==> config.mk <==
export PLATFORM = sky130hd
export DESIGN_NAME = serial_led_shift_latch
export DESIGN_NICKNAME = d
export VERILOG_FILES = /design/src/hw/led_latch_pkg.sv /design/src/hw/serial_led_shift_latch.sv
export SDC_FILE = /design/constraint.sdc
export NUM_CORES = 1
export LEC_CHECK = 0
export BUFFER_PORTS_ARGS = -buffer_cell sky130_fd_sc_hd__buf_2
export CORE_ASPECT_RATIO = 1.2
export CORE_UTILIZATION = 60
export DETAILED_ROUTE_END_ITERATION = 10
export GPL_TIMING_DRIVEN = 0
export PLACE_DENSITY = 0.86
export RECOVER_POWER = 100
export SYNTH_ARGS = -nofsm -noshare
export SYNTH_HDL_FRONTEND = slang
export SYNTH_HIERARCHICAL = 1
export SYNTH_SLANG_ARGS = --single-unit
export TNS_END_PERCENT = 100
==> constraint.sdc <==
create_clock -name MCLK_I -period 6.7 [get_ports MCLK_I]
set_input_delay 0 -clock MCLK_I [delete_from_list [all_inputs] [get_ports MCLK_I]]
set_output_delay 0 -clock MCLK_I [all_outputs]
set_load 0.1 [all_outputs]
==> src/hw/led_latch_pkg.sv <==
package led_latch_pkg;

  // shift register and latch geometry
  localparam int          SHIFT_W    = 8;
  localparam int          OUT_BIT    = 7;
  localparam int          FAULT_HI   = 6;
  localparam int          FAULT_LO   = 5;
  localparam int          IN_BIT     = 0;

  // event word carried through the buffer: {shift, data, load rise, load fall}
  localparam int          EV_W       = 4;
  localparam int          EV_SHIFT   = 3;
  localparam int          EV_DATA    = 2;
  localparam int          EV_RISE    = 1;
  localparam int          EV_FALL    = 0;
  localparam int          BUF_DEPTH  = 32;

  // open-load sense settles after the latch takes new data
  localparam int          CLK_NS     = 8;
  localparam int          SETTLE_NS  = 100;
  localparam int          SETTLE_W   = 4;
  localparam logic [3:0]  SETTLE_CYC = 4'((SETTLE_NS + CLK_NS - 1) / CLK_NS);
  localparam logic [3:0]  SETTLE_ONE = 4'h1;
  localparam logic [3:0]  SETTLE_IDLE = 4'h0;

  localparam logic [7:0]  BYTE_ZERO  = 8'h00;

endpackage

==> src/hw/serial_led_shift_latch.sv <==
`timescale 1ns/1ps

module event_fifo #(
  parameter int WIDTH = 4,
  parameter int DEPTH = 32
) (
  input  wire logic             clk_i,
  input  wire logic             reset_n_i,
  input  wire logic             in_valid_i,
  output      logic             in_ready_o,
  input  wire logic [WIDTH-1:0] in_data_i,
  output      logic             out_valid_o,
  input  wire logic             out_ready_i,
  output      logic [WIDTH-1:0] out_data_o
);
  localparam int AW = $clog2(DEPTH);

  typedef struct packed {
    logic [DEPTH-1:0][WIDTH-1:0] mem;
    logic [AW-1:0]               wr;
    logic [AW-1:0]               rd;
    logic [AW:0]                 count;
  } fifo_state_t;

  fifo_state_t st_r;
  fifo_state_t st_nxt;
  logic        push;
  logic        pop;

  assign in_ready_o  = (st_r.count != (AW+1)'(DEPTH));
  assign out_valid_o = (st_r.count != '0);
  assign out_data_o  = st_r.mem[st_r.rd];
  assign push        = in_valid_i && in_ready_o;
  assign pop         = out_valid_o && out_ready_i;

  always_comb begin
    st_nxt = st_r;
    if (push) begin
      st_nxt.mem[st_r.wr] = in_data_i;
      st_nxt.wr = (st_r.wr == AW'(DEPTH - 1)) ? '0 : st_r.wr + 1'b1;
    end
    if (pop) begin
      st_nxt.rd = (st_r.rd == AW'(DEPTH - 1)) ? '0 : st_r.rd + 1'b1;
    end
    if (push && !pop) begin
      st_nxt.count = st_r.count + 1'b1;
    end else if (pop && !push) begin
      st_nxt.count = st_r.count - 1'b1;
    end
  end

  always_ff @(posedge clk_i or negedge reset_n_i) begin
    if (!reset_n_i) begin
      st_r <= '0;
    end else begin
      st_r <= st_nxt;
    end
  end

  fifo_bound_a: assert property (@(posedge clk_i) disable iff (!reset_n_i)
    st_r.count <= (AW+1)'(DEPTH))
    else $error("fifo count beyond depth");

  fifo_ptr_a: assert property (@(posedge clk_i) disable iff (!reset_n_i)
    (st_r.count == '0 || st_r.count == (AW+1)'(DEPTH)) |-> st_r.wr == st_r.rd)
    else $error("fifo pointers disagree with count");

  // data stands at the output in the cycle after a push into an empty buffer
  fifo_order_a: assert property (@(posedge clk_i) disable iff (!reset_n_i)
    push && st_r.count == '0 |=> out_valid_o && out_data_o == $past(in_data_i))
    else $error("fifo lost the first word");

endmodule // event_fifo

// Overview of operation
// - each serial clock rising edge shifts the data input into the 8-bit register
// - words go most significant first, D7 on the first clock, D0 on eighth
// - while latch load is high the latch follows the shift register continuously
// - latch load falling edge captures the register; latch holds while load low
// - latch load rising edge overwrites register bits D6 and D5 with fault status
// - fault status leaves on serial output during the next word, no read command
// - serial output shows the last stage, updated on each serial clock rising edge
// - serial output feeds the next device, forming one longer chain
// - blanking high forces all eight sinks off, latch left unchanged
// - blanking low lets each sink follow its latch bit
// - reset clears shift register and latch, all sinks start off
// - after reset the serial output starts low
// - both fault bits set if any enabled output is open, else cleared; others kept
// - after load rise output shows D7, then D6, D5, then D4 to D0
// - shifting and latching ignore blanking; blanking acts on sinks and gates the fault status
// - a bit on the input appears on the output eight serial clocks later
module serial_led_shift_latch (
  input  wire logic       MCLK_I,
  input  wire logic       RESET_N_I,
  input  wire logic       SCLK_I,
  input  wire logic       SDATA_I,
  input  wire logic       LATCH_LOAD_I,
  input  wire logic       BLANK_I,
  input  wire logic [7:0] OPEN_LOAD_I,
  output      logic       SDATA_O,
  output      logic [7:0] LED_SINK_O,
  output      logic [7:0] LED_SINK_OE_O
);

  typedef struct packed {
    logic       sclk_m;
    logic       sclk_s;
    logic       sclk_d;
    logic       sdat_m;
    logic       sdat_s;
    logic       load_m;
    logic       load_s;
    logic       load_d;
    logic       blank_m;
    logic       blank_s;
    logic [7:0] open_m;
    logic [7:0] open_s;
    logic       pend;
    logic [3:0] pend_ev;
    logic [7:0] shift;
    logic [7:0] latch;
    logic       transp;
    logic [3:0] settle;
    logic       sdout;
    logic [7:0] sink_oe;
    logic [7:0] sink_drv;
  } top_state_t;

  top_state_t st_r;
  top_state_t st_nxt;
  logic       ev_ready;
  logic       ev_valid;
  logic [3:0] ev_word;
  logic       eng_ready;
  logic       pop;
  logic       fault_now;

  // engine does not drain events while the open-load sense settles
  assign eng_ready = (st_r.settle == led_latch_pkg::SETTLE_IDLE);
  assign pop       = ev_valid && eng_ready;

  // an output counts only when its latch bit asks for current and it is not blanked
  assign fault_now = |(st_r.open_s & st_r.latch & ~{led_latch_pkg::SHIFT_W{st_r.blank_s}});

  function automatic logic [7:0] shift_in(input logic [7:0] cur, input logic din);
    shift_in = {cur[led_latch_pkg::OUT_BIT-1:0], din};
  endfunction

  event_fifo #(
    .WIDTH (led_latch_pkg::EV_W),
    .DEPTH (led_latch_pkg::BUF_DEPTH)
  ) u_events (
    .clk_i       (MCLK_I),
    .reset_n_i   (RESET_N_I),
    .in_valid_i  (st_r.pend),
    .in_ready_o  (ev_ready),
    .in_data_i   (st_r.pend_ev),
    .out_valid_o (ev_valid),
    .out_ready_i (eng_ready),
    .out_data_o  (ev_word)
  );

  always_comb begin
    logic       sclk_rise;
    logic       load_rise;
    logic       load_fall;
    logic [7:0] s;
    sclk_rise = 1'b0;
    load_rise = 1'b0;
    load_fall = 1'b0;
    s         = st_r.shift;
    st_nxt    = st_r;

    // two-stage synchronisers; edges are found only after the second stage
    st_nxt.sclk_m  = SCLK_I;
    st_nxt.sclk_s  = st_r.sclk_m;
    st_nxt.sclk_d  = st_r.sclk_s;
    st_nxt.sdat_m  = SDATA_I;
    st_nxt.sdat_s  = st_r.sdat_m;
    st_nxt.load_m  = LATCH_LOAD_I;
    st_nxt.load_s  = st_r.load_m;
    st_nxt.load_d  = st_r.load_s;
    st_nxt.blank_m = BLANK_I;
    st_nxt.blank_s = st_r.blank_m;
    st_nxt.open_m  = OPEN_LOAD_I;
    st_nxt.open_s  = st_r.open_m;

    sclk_rise = st_r.sclk_s && !st_r.sclk_d;
    load_rise = st_r.load_s && !st_r.load_d;
    load_fall = !st_r.load_s && st_r.load_d;

    // data is sampled at the same synchroniser depth as the clock, so
    // host hold time covers it
    // a waiting event stalls capture; events arriving meanwhile are lost,
    // which at the link rate cannot happen with a buffer this deep
    if (st_r.pend && ev_ready) begin
      st_nxt.pend = 1'b0;
    end
    if ((!st_r.pend || ev_ready) && (sclk_rise || load_rise || load_fall)) begin
      st_nxt.pend    = 1'b1;
      st_nxt.pend_ev = {sclk_rise, st_r.sdat_s, load_rise, load_fall};
    end

    // blanking enters the shift or latch path only through the fault status
    if (pop) begin
      if (ev_word[led_latch_pkg::EV_SHIFT]) begin
        s = shift_in(st_r.shift, ev_word[led_latch_pkg::EV_DATA]);
      end
      st_nxt.shift = s;
      if (ev_word[led_latch_pkg::EV_FALL]) begin
        st_nxt.latch  = s;
        st_nxt.transp = 1'b0;
      end else if (ev_word[led_latch_pkg::EV_RISE]) begin
        st_nxt.latch  = s;
        st_nxt.transp = 1'b1;
        st_nxt.settle = led_latch_pkg::SETTLE_CYC;
      end else if (st_r.transp) begin
        st_nxt.latch = s;
      end
    end else if (!eng_ready) begin
      st_nxt.settle = st_r.settle - 1'b1;
      if (st_r.settle == led_latch_pkg::SETTLE_ONE) begin
        // fault lands in D6 and D5 so the next word carries it out
        s[led_latch_pkg::FAULT_HI] = fault_now;
        s[led_latch_pkg::FAULT_LO] = fault_now;
        st_nxt.shift = s;
      end
      if (st_r.transp) begin
        st_nxt.latch = s;
      end
    end else if (st_r.transp) begin
      st_nxt.latch = st_r.shift;
    end

    // last stage drives the chain output: D7 first, then D6, D5, D4..D0
    st_nxt.sdout   = st_nxt.shift[led_latch_pkg::OUT_BIT];
    // sink enabled only for a set latch bit while not blanked
    st_nxt.sink_oe = st_r.blank_s ? led_latch_pkg::BYTE_ZERO : st_r.latch;
    // sinks only ever pull low; the enable decides whether current flows
    st_nxt.sink_drv = led_latch_pkg::BYTE_ZERO;
  end

  always_ff @(posedge MCLK_I or negedge RESET_N_I) begin
    if (!RESET_N_I) begin
      st_r <= '0;
    end else begin
      st_r <= st_nxt;
    end
  end

  assign SDATA_O       = st_r.sdout;
  assign LED_SINK_OE_O = st_r.sink_oe;
  assign LED_SINK_O    = st_r.sink_drv;

  shift_enter_a: assert property (@(posedge MCLK_I) disable iff (!RESET_N_I)
    pop && ev_word[led_latch_pkg::EV_SHIFT]
    |=> st_r.shift[led_latch_pkg::IN_BIT] == $past(ev_word[led_latch_pkg::EV_DATA])
        && st_r.shift[7:1] == $past(st_r.shift[6:0]))
    else $error("shift register did not take the serial bit");

  shift_hold_a: assert property (@(posedge MCLK_I) disable iff (!RESET_N_I)
    !pop && st_r.settle != led_latch_pkg::SETTLE_ONE |=> $stable(st_r.shift))
    else $error("shift register moved without a clock edge");

  chain_out_a: assert property (@(posedge MCLK_I) disable iff (!RESET_N_I)
    SDATA_O == st_r.shift[led_latch_pkg::OUT_BIT])
    else $error("serial output is not the last stage");

  latch_follow_a: assert property (@(posedge MCLK_I) disable iff (!RESET_N_I)
    st_r.transp && !pop && eng_ready |=> st_r.latch == $past(st_r.shift))
    else $error("transparent latch did not follow");

  latch_hold_a: assert property (@(posedge MCLK_I) disable iff (!RESET_N_I)
    !st_r.transp && !pop |=> $stable(st_r.latch))
    else $error("closed latch changed");

  latch_capture_a: assert property (@(posedge MCLK_I) disable iff (!RESET_N_I)
    pop && ev_word[led_latch_pkg::EV_FALL] |=> !st_r.transp && st_r.latch == st_r.shift)
    else $error("latch did not capture on load fall");

  fault_write_a: assert property (@(posedge MCLK_I) disable iff (!RESET_N_I)
    st_r.settle == led_latch_pkg::SETTLE_ONE
    |=> st_r.shift[led_latch_pkg::FAULT_HI] == $past(fault_now)
        && st_r.shift[led_latch_pkg::FAULT_LO] == $past(fault_now)
        && st_r.shift[7] == $past(st_r.shift[7])
        && st_r.shift[4:0] == $past(st_r.shift[4:0]))
    else $error("fault bits written wrongly");

  fault_time_a: assert property (@(posedge MCLK_I) disable iff (!RESET_N_I)
    pop && ev_word[led_latch_pkg::EV_RISE] && !ev_word[led_latch_pkg::EV_FALL]
    |=> st_r.settle == led_latch_pkg::SETTLE_CYC ##12 st_r.settle == led_latch_pkg::SETTLE_ONE)
    else $error("fault status not sampled on time");

  blank_off_a: assert property (@(posedge MCLK_I) disable iff (!RESET_N_I)
    st_r.blank_s |=> LED_SINK_OE_O == led_latch_pkg::BYTE_ZERO)
    else $error("sink on while blanked");

  sink_follow_a: assert property (@(posedge MCLK_I) disable iff (!RESET_N_I)
    !st_r.blank_s |=> LED_SINK_OE_O == $past(st_r.latch))
    else $error("sink does not follow latch");

  // a waiting event that finds the buffer full stalls capture, so later events would be dropped without trace
  event_kept_a: assert property (@(posedge MCLK_I) disable iff (!RESET_N_I)
    st_r.pend |-> ev_ready)
    else $error("serial event found the buffer full");

  // the countdown is fixed, so the fault sample lands a set time after the rise
  settle_step_a: assert property (@(posedge MCLK_I) disable iff (!RESET_N_I)
    st_r.settle != led_latch_pkg::SETTLE_IDLE
    |=> st_r.settle == $past(st_r.settle) - led_latch_pkg::SETTLE_ONE)
    else $error("fault settle count skipped");

  latch_open_a: assert property (@(posedge MCLK_I) disable iff (!RESET_N_I)
    pop && ev_word[led_latch_pkg::EV_RISE] && !ev_word[led_latch_pkg::EV_FALL]
    |=> st_r.transp && st_r.latch == st_r.shift)
    else $error("latch did not open on load rise");

  fault_latch_a: assert property (@(posedge MCLK_I) disable iff (!RESET_N_I)
    st_r.transp && st_r.settle == led_latch_pkg::SETTLE_ONE |=> st_r.latch == st_r.shift)
    else $error("open latch missed the fault overwrite");

  // the fault write leaves D7 alone, so only a serial edge may move the chain output
  sdata_hold_a: assert property (@(posedge MCLK_I) disable iff (!RESET_N_I)
    !(pop && ev_word[led_latch_pkg::EV_SHIFT])
    |=> $stable(SDATA_O))
    else $error("serial output moved without a serial edge");

  chain_shift_a: assert property (@(posedge MCLK_I) disable iff (!RESET_N_I)
    pop && ev_word[led_latch_pkg::EV_SHIFT] |=> SDATA_O == $past(st_r.shift[led_latch_pkg::OUT_BIT - 1]))
    else $error("chain output skipped a stage");

  blank_shift_a: assert property (@(posedge MCLK_I) disable iff (!RESET_N_I)
    $changed(st_r.blank_s) && !pop && st_r.settle != led_latch_pkg::SETTLE_ONE |=> $stable(st_r.shift))
    else $error("blanking disturbed the shift register");

  sink_drive_a: assert property (@(posedge MCLK_I) disable iff (!RESET_N_I)
    LED_SINK_O == led_latch_pkg::BYTE_ZERO)
    else $error("sink drive value not low");

endmodule // serial_led_shift_latch

Word-level counts from Yosys, hierarchy flattened
Cells that the tools add are included.
{"block": "word_totals", "reg_bits": 204, "inputBits": 14, "wordCells": 132}
{"block": "classes", "addsub": 5, "n_lt_le_gt_ge": 3, "eq_ne": 7, "n_mux": 27, "bitwise_logic": 3, "n_reduce_logical": 31}
{"op": "bitwise mux 128 bit", "n": 1}
{"op": "2-to-1 mux 8 bit", "n": 8}
{"op": "binary-select mux 4 bit (select 5 bit)", "n": 1}
{"op": "demux 4 bit (select 5 bit)", "n": 1}
{"op": "2-to-1 mux 4 bit", "n": 5}
{"op": "2-to-1 mux 5 bit", "n": 4}
{"op": "bitwise AND 8 bit", "n": 2}
{"op": "2-to-1 mux 16 bit", "n": 1}
{"op": "< comparator 5 x 6 -> 1 bit (second input constant)", "n": 2}
{"op": "2-to-1 mux 6 bit", "n": 2}
{"op": "adder 5 x 1 -> 5 bit (second input constant)", "n": 2}
{"op": "== test 5 bit (second input constant)", "n": 2}
{"op": "nonzero test 2 bit", "n": 5}
{"op": "logical AND 1 bit", "n": 9}
{"op": "2-to-1 mux 9 bit", "n": 1}
{"op": "NOT 8 bit", "n": 1}
{"op": "OR reduction 8 bit", "n": 1}
{"op": "2-to-1 mux 7 bit", "n": 1}
{"op": "adder 6 x 1 -> 6 bit (second input constant)", "n": 1}
{"op": "logical NOT 1 bit", "n": 6}
{"op": "inequality test 2 bit (second input constant)", "n": 3}
{"op": "inequality test 6 bit (second input constant)", "n": 1}
{"op": "AND reduction 2 bit", "n": 3}
{"op": "nonzero test 6 bit", "n": 1}
{"op": "10 further kinds", "n": 12}

Depth between registers and ports, before layout
{"block": "depth", "ltp_word": 7, "ltp_mapped": 12, "depth_no_buf": 12}

Hierarchy
Netlist, hierarchy kept.
{"module": "event_fifo", "instances": 1, "cells_per_inst": 535, "area_per_inst_um2": 7066.8, "seq_area_each_um2": 3603.5}
{"module": "serial_led_shift_latch", "instances": 1, "cells_per_inst": 147, "area_per_inst_um2": 2198.4, "seq_area_each_um2": 1501.4}

Worst setup path after synthesis
No wires, ideal clock.
{"block": "synth_timing", "kind": "reg2reg", "from": "register u_events/st_r[6] (netlist name)", "to": "register st_r[22] (netlist name)", "setup_ns": 0.125, "arrival_time_ns": 3.071, "required_time_ns": 6.575, "path_slack_ns": 3.505, "stages_incl_launch_ff": 10, "synth_period_minus_slack_ns": 3.195, "path_cell_list": "dfrtp_1 clkbuf_1 buf_2 mux4_2 a22o_1 a221oi_1 nand3_1 or2_2 a31oi_2 mux2_2"}
{"element": "from (decl)", "line": "serial_led_shift_latch.sv:25", "rtl": "fifo_state_t st_r;"}
{"element": "from (signal assigned)", "line": "serial_led_shift_latch.sv:56", "rtl": "st_r <= st_nxt;"}

==> summary.txt <==
Drt
  – Post-DR wirelength/cell: ~20 µm
  – Final wirelength: 19700 µm
  – Routed vias: 5791
  – Post-route antenna net violation count: 0
  – Via/cell ratio: 6.01
  – Drc violations: 0
  – 1st-pass router iterations: 5
  – DR iter-0 viols: about 440

Worst setup path
  – Slowest cell on the critical path: a31oi_1
  – CP required: 7.07 ns
  – Worst Path Arrival: 5.00 ns
  – Flop2flop setup slack: 2.08 ns
  – CP Capture Type: flop
  – Reg2Reg Depth: 9
  – Reg-to-Reg End: st_r[24]
  – CP cell instances: clkbuf_1 > clkbuf_1 > mux4_2 > a22o_1 > a221oi_1 > nand3_1 > or2_2 > a31oi_1 > mux2_2
  – Worst setup SP type: flop
  – Max incr delay on CP: 0.82 ns
  – Critical path class: reg -> reg
  – CP Max Fanout: 10
  – Most used cell, CP: clkbuf_1
  – RR Startpoint: u_events/st_r[6]

Floorplanning
  – Initial Utilization: 0.617
  – I/O pin total: 31
  – Die width: 115 µm
  – # rows: 49
  – Die area: 15900 µm²
  – Die Ht: 138 µm
  – CORE AREA: 15000 µm²

Clock tree
  – Clk_lat worst skew: 0.49 ns
  – Clock sinks: just over 200
  – CTS resizes: 0
  – Root Driver: clkbuf_16
  – CTS Buf Count: 21
  – Clk buf depth: 3
  – Cts hold-fix bufs: 13
  – Clk pin slew, worst setup/hold paths: roughly 0.060 ns
  – H-tree depth: 1
  – Post-CTS Setup Bufs: 0
  – CTS tree: built

Synthesis
  – Most used DFF post-synth: dfrtp_1
  – Number of synthesized flops with an enable pin: 0
  – Cells after synthesis: 682
  – Post-synth ARST share: 1.00
  – Syn. warnings: 6
  – Top cells by area, synth: dfrtp_1 55%, mux2_2 17%, mux4_2 3.9%, mux2i_1 3.5%, ha_1 2.0%
  – Seq/Total Area, Yosys: 0.551
  – Leading area contributor after synthesis: dfrtp_1
  – Share of the synthesized area in the top cell type: 0.551
  – Yosys reg bits: 204
  – Post-Syn Area per Cell: 13.6 µm²
  – Synthesized cell area: between 9000 and 10000 µm²
  – Yosys cell types: 58

Power
  – Pint: ~3.2 mW
  – Reg power frac: 0.404
  – Power density cells: between 400 and 500 nW/µm²
  – Switching Fraction: 0.348
  – Worst VDD drop: 215 µV
  – Combinational power share: 0.362
  – Clock power frac: 0.234
  – Sw power: 1.68 mW
  – Static Leak: 4.75 nW

GRT
  – Vias in the first global route: 6287
  – Gr ovfl total: 0
  – Largest net degree at the start of global routing: 130
  – First-pass GRT wire length: 32200 µm
  – Tot GR Track Use: 0.263
  – Initial antenna violation count: 0

Final layout
  – Area grow syn2layout: 11.7%
  – Fill count: roughly 1000
  – Inserted Diodes: 0
  – Layout cell share with drive strength beyond 1: 0.294
  – Final instance area: between 10000 and 15000 µm²
  – # nets final: 778

Job
  – Max Cap Viol: 4

STA
  – Fin. Hold Viols: 0
  – Count of final max-slew check failures: 103
  – RSZ-0062 raised after global routing: no
  – Final Setup Violations: 0
  – Minimum clock period: 4.62 ns
  – Min Hold Slack: 0.146 ns
  – Worst Tran Pin Value: 3.98 ns
  – Slew HR: -1.65
  – Final Skew: ~0.010 ns
  – Fmax: approximately 220 MHz
  – Final Cycle Share: 0.690
  – Sum Neg Setup Slack: 0 ns

Placement
  – Port-buffer cells: 22
  – Placed Area: 9690 µm²
  – GP Congestion: 0.888
  – Hpwl dp: 13600 µm

Outcome
  – Status: complete, but fails checks
  – Failing checks: max-capacitance violations, max-slew violations

Min path
  – Min-delay src: LATCH_LOAD_I
  – Hold EP: st_nxt[62]
  – Hold Crit Depth: 2
  – Worst min-delay path class: in -> reg
critical path, delay by kind of cell, from the launching register on:
kind | cells | cell delay (ns)
AO/OA/AOI/OAI | 3 | 1.44
buffers and inverters | 2 | 1.08
multiplexers | 2 | 1.07
AND/OR/NAND/NOR | 2 | 0.54
flip-flops | 1 | 0.36
layer usage:
| metal | part of all wire | GRT usage | vias up | routed length (µm) |
|---|---|---|---|---|
| met5 | 0 | 0 | - | 0 |
| met4 | 0.039 | 0.114 | 0 | 776 |
| met3 | 0.049 | 0.0412 | 60 | 970 |
| met2 | 0.53 | 0.459 | 184 | 10400 |
| met1 | 0.38 | 0.319 | 2982 | 7550 |
| li1 | - | - | 2565 | - |
logic make-up after synthesis:
group                      Yosys count  synth area share
adders and majority gates           16            0.0224
DFF                                204             0.551
other                                1          0.000405
xor gates and xnor gates             5           0.00473
and+or+nand+nor                    130            0.0727
AOI/OAI and AO/OA                   68            0.0610
muxes                              195             0.255
buffers and inverters               63            0.0332
worst max path at each step:
stage	startpoint	to	slack (ns)
final	u_events/st_r[6]	st_r[24]	2.08
after global placement	RESET_N_I	u_events/st_r[44]	2.64
after floorplan	u_events/st_r[6]	st_r[22]	3.50
after global routing	u_events/st_r[6]	st_r[24]	1.82
after CTS	u_events/st_r[6]	st_r[24]	2.72
after detailed placement	u_events/st_r[6]	st_r[24]	2.73
per-stage QoR:
stage	total power, mW	util	setup slack (ns)	cells
floorplan	3.26	-	3.50	689
global placement	3.61	0.643	2.64	915
detailed placement	3.75	0.645	2.73	916
CTS	4.91	0.698	2.72	963
global route	5.09	0.689	1.82	963
finish	4.84	0.689	2.08	963
layout by cell type, fill, tap and decap left out, drive strengths merged, types with 4 or more instances in the layout:
cell         instances
mux2               147
conb                 8
a221oi               4
buf                 37
clkbuf              58
a22o                 5
nand2b               6
nor2b               14
o21ai                9
ha                  15
nor2                35
nand3               24
inv                 18
nand2               25
a22oi               12
mux4                16
mux2i               32
dlygate4sd3         13
nor3b                4
clkinv               5
dfrtp              204
a21oi               13
Yosys cell counts (2+ instances only):
library cell / n
dfrtp_1: 204
mux2_2: 141
nor2_1: 35
mux2i_1: 32
nand2_1: 25
nand3_1: 23
clkbuf_1: 18
inv_1: 17
buf_4: 16
mux4_2: 16
ha_1: 15
nor2b_1: 14
a21oi_1: 13
a22oi_1: 12
o21ai_0: 9
buf_1: 6
mux2_4: 6
nand2b_1: 6
a22o_1: 5
buf_2: 5
a221oi_1: 4
nor3b_1: 4
a221o_1: 3
and3_1: 3
nor3_1: 3
o211ai_1: 3
o311ai_4: 3
or2_2: 3
xnor2_1: 3
a32o_1: 2
nor4_1: 2
o221ai_1: 2
or3_1: 2
or4_1: 2
xor2_1: 2
power by group through the flow:
stage | clock [mW] | combinational [mW] | sequential [mW]
final | 1.13 | 1.75 | 1.95
after CTS | 1.15 | 1.81 | 1.95
after global routing | 1.20 | 1.90 | 2.00
after floorplan | 0 | 1.38 | 1.88
after detailed placement | 0 | 1.78 | 1.96
after global placement | 0 | 1.69 | 1.92
flip-flops by register name (all words and copies together) (netlist names):
signal,flops
LED_SINK_OE_O,8
st_nxt,14
st_r,38
u_events/st_r,144
final cells by class:
cell class / count / area (µm²) / area share
Buffer: 45 / 233 / 0.0225
Clock buffer: 27 / 568 / 0.0549
Clock inverter: 7 / 96.3 / 0.00931
Inverter: 18 / 72.6 / 0.00701
Multi-Input combinational cell: 422 / 3770 / 0.364
Sequential cell: 204 / 5100 / 0.493
Tap cell: 204 / 255 / 0.0247
Timing Repair Buffer: 36 / 255 / 0.0247
(Power assumes the default switching activity.)
